File: src/logic/cmn_pkg.sv
// Package for the cascaded mantissa normalizer controller
package cmn_pkg;
  // Register offsets (word index on the software port)
  localparam logic [3:0] REG_CTRL = 4'h0;
  localparam logic [3:0] REG_STATUS = 4'h1;
  localparam logic [3:0] REG_BLOCK_MAX = 4'h2;
  localparam logic [3:0] REG_BLOCK_APPLY = 4'h3;
  // Control field positions
  localparam int CTRL_MODE_LSB = 0;
  localparam int CTRL_SIGN_BIT = 2;
  localparam int CTRL_HALF_BIT = 3;
  // Status field positions
  localparam int STAT_COUNT_LSB = 0;
  localparam int STAT_ROW_LSB = 8;
  localparam int STAT_NONE_BIT = 16;
  // Reset values
  localparam logic [1:0] CTRL_MODE_RST = 2'h0;
  localparam logic [4:0] CODE_ZERO = 5'h00;
  localparam logic [31:0] RDATA_ZERO = 32'h0000_0000;
  // Slice encoder geometry
  localparam int CODE_W = 5;
  localparam int LOW_W = 4;
  localparam logic [3:0] MAX_CASCADE_SHIFT = 4'hf;
  // Operating arrangements
  typedef enum logic [1:0] {
    MODE_CASCADE = 2'b00,
    MODE_BANK = 2'b01,
    MODE_BLOCK = 2'b10,
    MODE_IDLE = 2'b11
  } cmn_mode_t;
  // Static controls driven onto every slice
  typedef struct packed {
    logic fill_mode;
    logic right_left;
    logic auto_normalize_select;
    logic output_half_select;
    logic sign;
  } cmn_slice_ctl_t;
endpackage

File: src/logic/cmn_ctrl.sv
// Controller that drives an array of cascadable barrel-shifter slices
// Summary of operation
// RQ1: Lower slices share sixteen input bits with their more significant neighbour.
// RQ2: Slices run fill mode, left shift, with automatic normalize held off.
// RQ3: Outside block mode every slice routes its upper sixteen shifter outputs to its pins.
// RQ4: Top slice encoder count feeds shift code of all slices, top included.
// RQ5: Shift code MSB is held low in simple cascade, capping shift at fifteen.
// RQ6: Top slice encoder gives exact normalizing count when leader is in top sixteen.
// RQ7: Top sixteen all zero gives the full fifteen shift, else zero to fifteen.
// RQ8: Row inputs step sixteen positions left from one row to the next.
// RQ9: Only the selected row drives the shared three-state result bus.
// RQ10: Row top slice drives encoder MSB low when leader is in its top sixteen.
// RQ11: Highest-priority row with leader in its top sixteen is enabled onto bus.
// RQ12: Total count is row number above the selected row's low four count bits.
// RQ13: Least significant slice per row stays enabled; row select drives its code MSB.
// RQ14: Deselected row's least significant slice gets code above fifteen, giving zero fill.
// RQ15: Lower rows may be partly populated since their low bits are zero filled.
// RQ16: Block mode keeps auto normalize off and takes each element's encoder count.
// RQ17: The largest shift distance of the current vector pass is retained.
// RQ18: Next pass applies the saved shift code unchanged to every element.
// RQ19: Measuring the next pass and applying the saved shift may overlap.
// RQ20: Encoder gives a five-bit count that left-aligns the first non-zero bit.
// RQ21: Input bits are exclusive-ORed with sign ahead of the encoder.
// RQ22: Left fill mode fills vacated low positions with zero.
// RQ23: Half select routes upper or lower sixteen shifter outputs to the pins.
// RQ24: Block maximum is cleared at the start of each vector pass.
`timescale 1ns/1ps
`default_nettype none
module cmn_ctrl #(
  parameter int ROWS = 4, // Banks in the single-pass arrangement
  parameter int ROW_W = (ROWS > 1) ? $clog2(ROWS) : 1 // Row number width
) (
  input wire logic core_clk, // System clock, 10 MHz
  input wire logic sys_rst, // Synchronous reset, active high
  input wire logic [3:0] reg_addr, // Register word index
  input wire logic [31:0] reg_wdata, // Write data
  input wire logic reg_wr, // Write strobe
  input wire logic reg_rd, // Read strobe
  output logic [31:0] reg_rdata, // Read data, cycle after strobe
  input wire logic [cmn_pkg::CODE_W-1:0] encoder_shift_count_out, // Top slice encoder count
  input wire logic [ROWS-1:0] encoder_count_msb_out, // Per-row top slice count MSB
  input wire logic [ROWS*cmn_pkg::LOW_W-1:0] encoder_count_low_out, // Per-row low counts
  input wire logic elem_valid_in, // Element present at slice inputs
  input wire logic pass_start_in, // Rises at start of a vector pass
  output logic [cmn_pkg::CODE_W-1:0] shift_code_in, // Shift code to all slices
  output cmn_pkg::cmn_slice_ctl_t slice_ctl, // Static slice controls
  output logic [ROWS-1:0] row_oe_n, // Row output enables, low drives bus
  output logic [ROWS-1:0] shift_code_msb_in, // Code MSB of each row's low slice
  output logic [ROW_W+cmn_pkg::LOW_W-1:0] auto_normalize_select_count, // Total normalization shift
  output logic auto_normalize_select_none // No row holds a leading bit
);

  // Synchroniser stages for every pin input
  logic [cmn_pkg::CODE_W-1:0] cnt_s1_reg, cnt_s2_reg;
  logic [ROWS-1:0] msb_s1_reg, msb_s2_reg;
  logic [ROWS*cmn_pkg::LOW_W-1:0] low_s1_reg, low_s2_reg;
  logic valid_s1_reg, valid_s2_reg;
  logic start_s1_reg, start_s2_reg, start_d_reg;

  // Software state
  cmn_pkg::cmn_mode_t mode_reg;
  logic sign_reg;
  logic half_reg;
  logic [cmn_pkg::CODE_W-1:0] block_max_reg;
  logic [cmn_pkg::CODE_W-1:0] block_apply_reg;
  logic [cmn_pkg::CODE_W-1:0] block_max_next;
  logic pass_start;
  logic [ROW_W-1:0] sel_row;
  logic sel_none;
  logic [cmn_pkg::LOW_W-1:0] sel_low;
  logic [cmn_pkg::CODE_W-1:0] code_next;
  logic wr_ctrl;
  logic wr_apply;

  // Lowest-index row whose top slice reports a leading bit in its top sixteen
  function automatic logic [ROW_W:0] pick_row(input logic [ROWS-1:0] msb);
    logic [ROW_W:0] r;
    r = {1'b1, ROW_W'(ROWS - 1)};
    for (int i = ROWS - 1; i >= 0; i--)
    begin
      if (!msb[i])
      begin
        r = {1'b0, ROW_W'(i)};
      end
    end
    return r;
  endfunction

  // Cascade shift: empty top sixteen gives the full fifteen, not a wrapped code
  function automatic logic [cmn_pkg::LOW_W-1:0] cascade_shift(
    input logic [cmn_pkg::CODE_W-1:0] cnt
  );
    logic [cmn_pkg::LOW_W-1:0] s;
    s = cnt[cmn_pkg::LOW_W-1:0]; // see RQ6
    if (cnt[cmn_pkg::LOW_W])
    begin
      s = cmn_pkg::MAX_CASCADE_SHIFT; // see RQ7
    end
    return s;
  endfunction

  // Write strobe aimed at one register word
  function automatic logic reg_hit(
    input logic strobe,
    input logic [3:0] addr,
    input logic [3:0] idx
  );
    return strobe && (addr == idx);
  endfunction

  // Register write decode
  assign wr_ctrl = reg_hit(reg_wr, reg_addr, cmn_pkg::REG_CTRL);
  assign wr_apply = reg_hit(reg_wr, reg_addr, cmn_pkg::REG_BLOCK_APPLY);

  // Two-flop synchronisers on all pin inputs
  always_ff @(posedge core_clk)
  begin
    if (sys_rst)
    begin
      cnt_s1_reg <= cmn_pkg::CODE_ZERO;
      cnt_s2_reg <= cmn_pkg::CODE_ZERO;
      msb_s1_reg <= '1;
      msb_s2_reg <= '1;
      low_s1_reg <= '0;
      low_s2_reg <= '0;
      valid_s1_reg <= 1'b0;
      valid_s2_reg <= 1'b0;
      start_s1_reg <= 1'b0;
      start_s2_reg <= 1'b0;
      start_d_reg <= 1'b0;
    end
    else
    begin
      cnt_s1_reg <= encoder_shift_count_out;
      cnt_s2_reg <= cnt_s1_reg;
      msb_s1_reg <= encoder_count_msb_out;
      msb_s2_reg <= msb_s1_reg;
      low_s1_reg <= encoder_count_low_out;
      low_s2_reg <= low_s1_reg;
      valid_s1_reg <= elem_valid_in;
      valid_s2_reg <= valid_s1_reg;
      start_s1_reg <= pass_start_in;
      start_s2_reg <= start_s1_reg;
      start_d_reg <= start_s2_reg;
    end
  end

  // Pass start is the rising edge of the synchronised level
  assign pass_start = start_s2_reg && !start_d_reg;

  // Row priority and the selected row's low count bits
  always_comb
  begin
    logic [ROW_W:0] pr;
    pr = pick_row(msb_s2_reg); // see RQ11
    sel_row = pr[ROW_W-1:0];
    sel_none = pr[ROW_W];
    sel_low = low_s2_reg[sel_row*cmn_pkg::LOW_W +: cmn_pkg::LOW_W];
  end

  // Software writes to the control register
  always_ff @(posedge core_clk)
  begin
    if (sys_rst)
    begin
      mode_reg <= cmn_pkg::cmn_mode_t'(cmn_pkg::CTRL_MODE_RST);
      sign_reg <= 1'b0;
      half_reg <= 1'b1;
    end
    else if (wr_ctrl)
    begin
      mode_reg <= cmn_pkg::cmn_mode_t'(reg_wdata[cmn_pkg::CTRL_MODE_LSB +: 2]);
      sign_reg <= reg_wdata[cmn_pkg::CTRL_SIGN_BIT];
      half_reg <= reg_wdata[cmn_pkg::CTRL_HALF_BIT];
    end
  end

  // Running maximum of element shift distances within a pass
  always_comb
  begin
    block_max_next = block_max_reg;
    if (pass_start)
    begin
      block_max_next = cmn_pkg::CODE_ZERO; // see RQ24
    end
    if (valid_s2_reg && mode_reg == cmn_pkg::MODE_BLOCK
        && cnt_s2_reg > block_max_next)
    begin
      block_max_next = cnt_s2_reg; // see RQ16 see RQ17
    end
  end

  // Block maximum, restarted by each pass
  always_ff @(posedge core_clk)
  begin
    if (sys_rst)
    begin
      block_max_reg <= cmn_pkg::CODE_ZERO;
    end
    else
    begin
      block_max_reg <= block_max_next;
    end
  end

  // Shift saved for the following pass; a software write wins
  always_ff @(posedge core_clk)
  begin
    if (sys_rst)
    begin
      block_apply_reg <= cmn_pkg::CODE_ZERO;
    end
    else if (wr_apply)
    begin
      block_apply_reg <= reg_wdata[cmn_pkg::CODE_W-1:0];
    end
    else if (pass_start)
    begin
      block_apply_reg <= block_max_reg; // see RQ18 see RQ19
    end
  end

  // Shift code chosen per arrangement
  always_comb
  begin
    case (mode_reg)
      cmn_pkg::MODE_CASCADE:
        code_next = {1'b0, cascade_shift(cnt_s2_reg)}; // see RQ4 see RQ5 see RQ7
      cmn_pkg::MODE_BLOCK:
        code_next = block_apply_reg; // see RQ18
      default:
        code_next = cmn_pkg::CODE_ZERO;
    endcase
  end

  // Shift code to every slice
  always_ff @(posedge core_clk)
  begin
    if (sys_rst)
    begin
      shift_code_in <= cmn_pkg::CODE_ZERO;
    end
    else
    begin
      shift_code_in <= code_next;
    end
  end

  // Static slice controls, all from flip-flops
  always_ff @(posedge core_clk)
  begin
    if (sys_rst)
    begin
      slice_ctl <= '{fill_mode: 1'b1, right_left: 1'b0, auto_normalize_select: 1'b0,
                     output_half_select: 1'b1, sign: 1'b0};
    end
    else
    begin
      slice_ctl.fill_mode <= 1'b1; // see RQ2 see RQ22
      slice_ctl.right_left <= 1'b0; // see RQ2
      slice_ctl.auto_normalize_select <= 1'b0; // see RQ2 see RQ16
      slice_ctl.output_half_select <=
        (mode_reg == cmn_pkg::MODE_BLOCK) ? half_reg : 1'b1; // see RQ3 see RQ23
      slice_ctl.sign <= sign_reg; // see RQ21
    end
  end

  // Row bus enables and low slice code MSBs, all rows off outside bank mode
  always_ff @(posedge core_clk)
  begin
    if (sys_rst || mode_reg != cmn_pkg::MODE_BANK)
    begin
      row_oe_n <= '1;
      shift_code_msb_in <= '1;
    end
    else
    begin
      for (int i = 0; i < ROWS; i++)
      begin
        row_oe_n[i] <= (ROW_W'(i) != sel_row); // see RQ9 see RQ11 see RQ13
        shift_code_msb_in[i] <= (ROW_W'(i) != sel_row); // see RQ13 see RQ14 see RQ15
      end
    end
  end

  // Total shift count: row number above selected low bits in bank mode, cascade shift otherwise
  always_ff @(posedge core_clk)
  begin
    if (sys_rst)
    begin
      auto_normalize_select_count <= '0;
      auto_normalize_select_none <= 1'b0;
    end
    else if (mode_reg == cmn_pkg::MODE_BANK)
    begin
      auto_normalize_select_count <= {sel_row, sel_low}; // see RQ8 see RQ10 see RQ12
      auto_normalize_select_none <= sel_none;
    end
    else
    begin
      auto_normalize_select_count <= {ROW_W'(0), cascade_shift(cnt_s2_reg)}; // see RQ6 see RQ20
      auto_normalize_select_none <= cnt_s2_reg[cmn_pkg::LOW_W]; // see RQ7
    end
  end

  // Read data, one cycle after the strobe, zero otherwise
  always_ff @(posedge core_clk)
  begin
    if (sys_rst || !reg_rd)
    begin
      reg_rdata <= cmn_pkg::RDATA_ZERO;
    end
    else if (reg_addr == cmn_pkg::REG_CTRL)
    begin
      reg_rdata <= cmn_pkg::RDATA_ZERO;
      reg_rdata[cmn_pkg::CTRL_MODE_LSB +: 2] <= mode_reg;
      reg_rdata[cmn_pkg::CTRL_SIGN_BIT] <= sign_reg;
      reg_rdata[cmn_pkg::CTRL_HALF_BIT] <= half_reg;
    end
    else if (reg_addr == cmn_pkg::REG_STATUS)
    begin
      reg_rdata <= cmn_pkg::RDATA_ZERO;
      reg_rdata[cmn_pkg::STAT_COUNT_LSB +: ROW_W+cmn_pkg::LOW_W] <= auto_normalize_select_count;
      reg_rdata[cmn_pkg::STAT_ROW_LSB +: ROW_W] <= sel_row;
      reg_rdata[cmn_pkg::STAT_NONE_BIT] <= auto_normalize_select_none;
    end
    else if (reg_addr == cmn_pkg::REG_BLOCK_MAX)
    begin
      reg_rdata <= {27'h0, block_max_reg};
    end
    else if (reg_addr == cmn_pkg::REG_BLOCK_APPLY)
    begin
      reg_rdata <= {27'h0, block_apply_reg};
    end
    else
    begin
      reg_rdata <= cmn_pkg::RDATA_ZERO;
    end
  end

endmodule // cmn_ctrl
`default_nettype wire

File: config.mk
export PLATFORM = sky130hd
export DESIGN_NAME = cmn_ctrl
export DESIGN_NICKNAME = d
export VERILOG_FILES = /design/src/logic/cmn_pkg.sv /design/src/logic/cmn_ctrl.sv
export SDC_FILE = /design/constraint.sdc
export NUM_CORES = 1
export LEC_CHECK = 0
export ABC_AREA = 1
export BUFFER_PORTS_ARGS = -buffer_cell sky130_fd_sc_hd__buf_2
export CORE_ASPECT_RATIO = 1.4
export CORE_MARGIN = 2
export CORE_UTILIZATION = 45
export CTS_BUF_LIST = sky130_fd_sc_hd__clkbuf_8
export DETAILED_ROUTE_END_ITERATION = 10
export GPL_TIMING_DRIVEN = 0
export PLACE_DENSITY = 0.7
export RECOVER_POWER = 100
export REMOVE_ABC_BUFFERS = 1
export SLEW_MARGIN = 20
export SYNTH_ARGS = -nofsm -noshare
export SYNTH_HDL_FRONTEND = slang
export SYNTH_SLANG_ARGS = --single-unit
export TNS_END_PERCENT = 10
File: constraint.sdc
create_clock -name core_clk -period 2.2 [get_ports core_clk]
set_input_delay 0.22 -clock core_clk [delete_from_list [all_inputs] [get_ports core_clk]]
set_output_delay 0.22 -clock core_clk [all_outputs]
set_load 0.03 [all_outputs]
==> results of run 1 <==
## stage by stage
step / hold WS, ps / power, mW / TNS, ps
floorplan: 289 / 2.06 / 0
global placement: 389 / 2.15 / -1260
detailed placement: 392 / 2.16 / -2320
CTS: 11.9 / 3.43 / 0
global route: 14.2 / 3.54 / 0
finish: 25.1 / 3.40 / 0
## worst max path at each step
stage / cells after the start / end / slack, ps
final: 12 / block_max_reg[0] / 290
after global routing: 12 / block_max_reg[4] / 100
after CTS: 12 / block_max_reg[0] / 100
after detailed placement: 4 / auto_normalize_select_count[1] / -270
after global placement: 4 / auto_normalize_select_count[1] / -210
after floorplan: 12 / block_max_reg[0] / 440
## critical path, delay by kind of cell (launching register included)
family | cells | cell delay (ps)
flops | 1 | 310
fa+ha+maj | 1 | 140
buf+inv | 2 | 120
simple gates | 9 | 1250
## cells by family (layout without fill, tap and decap cells)
| kind of cell | Yosys count | in the layout | share of synthesized area |
|---|---|---|---|
| AND/OR/NAND/NOR | 203 | 203 | 0.244 |
| buffers and inverters | 120 | 167 | 0.154 |
| flip-flops | 96 | 96 | 0.518 |
| AO/OA/AOI/OAI | 44 | 44 | 0.0658 |
| adder cells (fa/ha/maj) | 5 | 5 | 0.0169 |
| other | 2 | 26 | 0.00203 |
## report_power, final
part / internal, mW / switching (mW) / total, mW
registers: 1.80 / 0.0206 / 1.82
clock network: 0.679 / 0.614 / 1.29
logic: 0.0791 / 0.212 / 0.291
total: 2.56 / 0.847 / 3.40
## metal layers
metal	vias to the layer above	track usage
li1	1480	-
met1	1212	0.166
met2	100	0.262
met3	13	0.0494
met4	0	0.0757
met5	-	0
## area by class of cell
type	count	area share
timing repair buffer	70	0.0754
clock buffer	10	0.0330
inverter	81	0.0733
tap	102	0.0306
multi-input combinational	278	0.304
sequential	96	0.461
clock inverter	6	0.0222
## cells in the final DEF, fill, tap and decap left out, types with 10 or more instances in the layout
cell	Yosys	final
a21oi_1	18	18
buf_2	3	38
clkbuf_1	6	31
clkbuf_8	0	10
conb_1	2	26
dfxtp_1	96	96
inv_1	74	78
nand2_1	70	70
nand3_1	20	20
nor2_1	90	92
o21ai_0	18	21
==> out/results.tsv, run 1 <==
metric	value	unit
fin_area	4170	um^2
synthTopCellsByCount	96 x dfxtp_1, 90 x nor2_1, 74 x inv_1	
hold_path_end	msb_s1_reg[1]	
dieArea	8990	um^2
ys.flop_type	dfxtp_1	
vias_per_cell	4.36	
syn_to_final_growth	12.3	%
syn_area	3710	um^2
synth_top_area_frac	0.518	
synth_top_area_cell	dfxtp_1	
reg2reg_depth	12	
reg2reg_from	start_s2_reg	
gp_congestion	0.881	
rsz0062_at_grt	false	
fmax	524	MHz
drive_gt1_frac	0.140	
r2r_setup_slack	290	ps
endpoint_kind	flop	
postLayoutCoreUtil	0.514	
yosysSeqAreaShare	0.518	
fin_worst_skew	14.9	ps
clk_pin_slew_worst_paths	90	ps
setup_slack	290	ps
netlist_top_cells_area	dfxtp_1 52%, nor2_1 9.1%, inv_1 7.5%	
ys_seq_elements	96	
highest_layer	met4	
cpPeakStageDelay	340	ps
drt-wirelength-per-cell	10.2	um
met3_length	473	um
first_pass_iters	4	
hp-class	in2reg	
coreArea	8100	um^2
fin_crit_sh	0.868	
synthArstFlopShare	0	
place_area	4010	um^2
cp_max_fo	11	
worst-setup-path-type	reg2reg	
grt_remaining_overflow	0	
rows	39	
final_max_slew_viol_count	0	
cts_sinks	96	
yosysMostFrequentCell	dfxtp_1	
slew_headroom	0.571	
drv_cap	0	
dr_total_vias	2805	
cts_made_buffers	9	
drt-met1-wl	2.69	mm
cp.arrival	2180	ps
crit_required	2470	ps
fp.dieH	111	um
ir_drop	0.419	mV
postRouteWirelength	6.57	mm
synth_area_per_cell	7.89	um^2
ys_warn_count	0	
nNetsFinal	608	
htreeDepth	3	
die_w	80.7	um
n_antenna_cell	0	
start_util	0.458	
cts_setup_buffers	0	
clk_latency	380	ps
final_cells	643	
placed_cells	627	
grt_max_degree	66	
synthCells	470	
drc	0	
antenna_found_initial	0	
worst_slew_pin_slew	641	ps
post-route-min-period	1910	ps
hp-start	encoder_count_msb_out[1]	
min_delay_path_depth	2	
track_usage	0.153	
num_io_pins	124	
grt_pass1_vias	2454	
dp_hpwl	4.76	mm
drt_iter0_drc	164	
regArea	1920	um^2
grt_first_pass_wirelength	10.5	mm
n_fill_cell	860	
io_buffers	70	
power_density	817	nW/um^2
wl_met2	3.23	mm
synth.distinct_cells	30	
total_leakage_power	1.97	nW
root_buffer	clkbuf_8	
finalHoldViolations	0	
ctsHoldBuffers	0	
synth-edff-count	0	
cp_cell_sequence	inv_1 -> nor2_2 -> nor2_1 -> inv_1 -> ha_1 -> nand2_1 -> nor2_1 -> nand2_1 -> nand3_2 -> nand3_1 -> nand2_1 -> nor2_1	
cts_tree	built	
cp_slowest_cell	nor2_2	
status	finished clean	
r2r-end	block_max_reg[0]	
setup_violations	0	
clockBufferDepth	2	
startpoint_type	flop	
ctsResizeCount	0	
critPathLaunch	start_s2_reg	
dpl_worst_slack	-267	ps
antenna_left	0	
multi_input_area	1270	um^2
No activity file was read; power rests on OpenSTA's default activity.
==> inputs of run 2 (changes only) <==
- BUFFER_PORTS_ARGS: -buffer_cell sky130_fd_sc_hd__buf_2 -> unset
- CELL_PAD_IN_SITES_DETAIL_PLACEMENT: unset -> 0
- CELL_PAD_IN_SITES_GLOBAL_PLACEMENT: unset -> 1
- CORE_MARGIN: 2 -> 5
- DONT_BUFFER_PORTS: unset -> 1
- PLACE_DENSITY: 0.7 -> 0.76
==> run 2 against run 1 <==
Compared with the run above:
- cell count decreased by 5.8%
- combinational power decreased by 7.9%
- hold slack improved by 3.5 ps
- sequential power about the same
- via count decreased by 6.1%
- clock-buffer cell count unchanged
- cell area decreased by 0.39%
- sequential share of layout area increased by 0.18 points
- critical endpoint is now block_max_reg[1]
==> out/results.tsv, run 2 (synthesis gave the netlist of run 1 again) <==
metric	value	unit	change
clockBufferDepth	2		unchanged
drt-wirelength-per-cell	11.7	um	+14%
total_leakage_power	1.91	nW	-3.0%
drv_cap	0		unchanged
setup_violations	0		unchanged
slew_headroom	0.209		-0.363
fp.dieH	117	um	+5.4%
start_util	0.458		unchanged
clk_latency	360	ps	-20 ps
dr_total_vias	2633		-6.1%
nNetsFinal	571		-6.1%
n_fill_cell	840		-2.3%
status	finished clean		
gp_congestion	0.824		-6.5%
tns	0	ps	unchanged
dp_hpwl	5.02	mm	+5.6%
fmax	528	MHz	+0.76%
track_usage	0.143		-0.00959
htreeDepth	3		unchanged
vias_per_cell	4.34		-0.40%
rsz0062_at_grt	false		
dieArea	10200	um^2	+13%
final_max_slew_viol_count	0		unchanged
cts_tree	built		
cts_made_buffers	9		unchanged
antenna_found_initial	0		unchanged
endpoint_kind	flop		
ir_drop	0.479	mV	+14%
grt_remaining_overflow	0		unchanged
num_io_pins	124		unchanged
io_buffers	0		-100%
rows	39		unchanged
p_total	3.28	mW	-3.7%
grt_first_pass_wirelength	11.3	mm	+7.4%
worst-setup-path-type	reg2reg		
drc	0		unchanged
startpoint_type	flop		
finalHoldViolations	0		unchanged
final_common_cell	dfxtp_1		
cts_sinks	96		unchanged
cp_max_fo	11		unchanged
fin_area	4150	um^2	-0.39%
fin_crit_sh	0.862		-0.00654
hold_ws	28.6	ps	+3.50 ps
place_area	3660	um^2	-8.7%
clk_pin_slew_worst_paths	90	ps	about the same
n_antenna_cell	0		unchanged
drive_gt1_frac	0.0714		-0.0691
cp.arrival	2150	ps	-30 ps
fin_worst_skew	11.1	ps	-3.82 ps
root_buffer	clkbuf_8		
drt_iter0_drc	111		-32%
crit_required	2460	ps	about the same
postRouteWirelength	7.07	mm	+7.5%
grt_max_degree	64		-3.0%
post-route-min-period	1900	ps	-14.4 ps
final_cell_mix	96 x dfxtp_1, 93 x nor2_1, 77 x inv_1, 72 x nand2_1, 32 x dlygate4sd3_1		
grt_pass1_vias	2465		+0.45%
hp-class	in2reg		
syn_to_final_growth	11.9	%	
power_density	790	nW/um^2	-3.3%
cts_setup_buffers	0		unchanged
first_pass_iters	4		unchanged
die_w	86.7	um	+7.4%
coreArea	8100	um^2	unchanged
antenna_left	0		unchanged
worst_slew_pin_slew	1190	ps	+547 ps
run 2: worst paths after layout:
check	startpoint	to	slack [ps]	cells after the start
setup / recovery	start_s2_reg	block_max_reg[1]	300	12
hold / removal	reg_wdata[3]	half_reg	30	2
setup reg to reg	start_s2_reg	block_max_reg[1]	300	12
hold reg to reg	cnt_s1_reg[2]	cnt_s2_reg[2]	400	2
run 2: report_power, final:
group | leakage [nW] | internal, mW | total (mW) | switching (mW)
Sequential | 0.787 | 1.80 | 1.84 | 0.0458
Combinational | 1.01 | 0.0888 | 0.268 | 0.179
Clock | 0.110 | 0.565 | 1.17 | 0.601
Total | 1.91 | 2.45 | 3.28 | 0.826
run 2: final cells by class:
class	instances	area, um^2	area share
inverter	81	307	0.0739
multi-input combinational	278	1260	0.304
clock inverter	6	67.6	0.0163
tap	102	128	0.0308
sequential	96	1920	0.463
timing repair buffer	33	325	0.0784
clock buffer	10	138	0.0332
run 2: layer usage:
| metal | part of all wire | GRT usage |
|---|---|---|
| met5 | 0 | 0 |
| met1 | 0.41 | 0.154 |
| met3 | 0.061 | 0.0484 |
| met2 | 0.51 | 0.251 |
| met4 | 0.015 | 0.0556 |
run 2: metrics by stage:
step,setup slack [ps],std cells,utilization
2_1_floorplan,441,455,-
3_3_place_gp,114,557,0.452
3_5_place_dp,84.2,557,0.452
4_1_cts,73.8,606,0.521
5_1_grt,43.3,606,0.512
6_report,304,606,0.512
run 2: critical path: stages (launching register included):
cell and delay [ps]:
dfxtp_1 320, inv_1 50, nor2_2 330, nor2_1 110, inv_1 70, ha_1 130, nand2_1 60, nor2_1 230
nand2_1 100, nand3_2 170, nand3_1 100, nand2_1 70, nor2_1 50
run 2: what timing repair did:
action	4_1_cts	5_1_grt
endpoints found under the setup margin	0	5
endpoints found under the hold margin	70	0
gates resized for setup	0	1
hold buffers	33	0
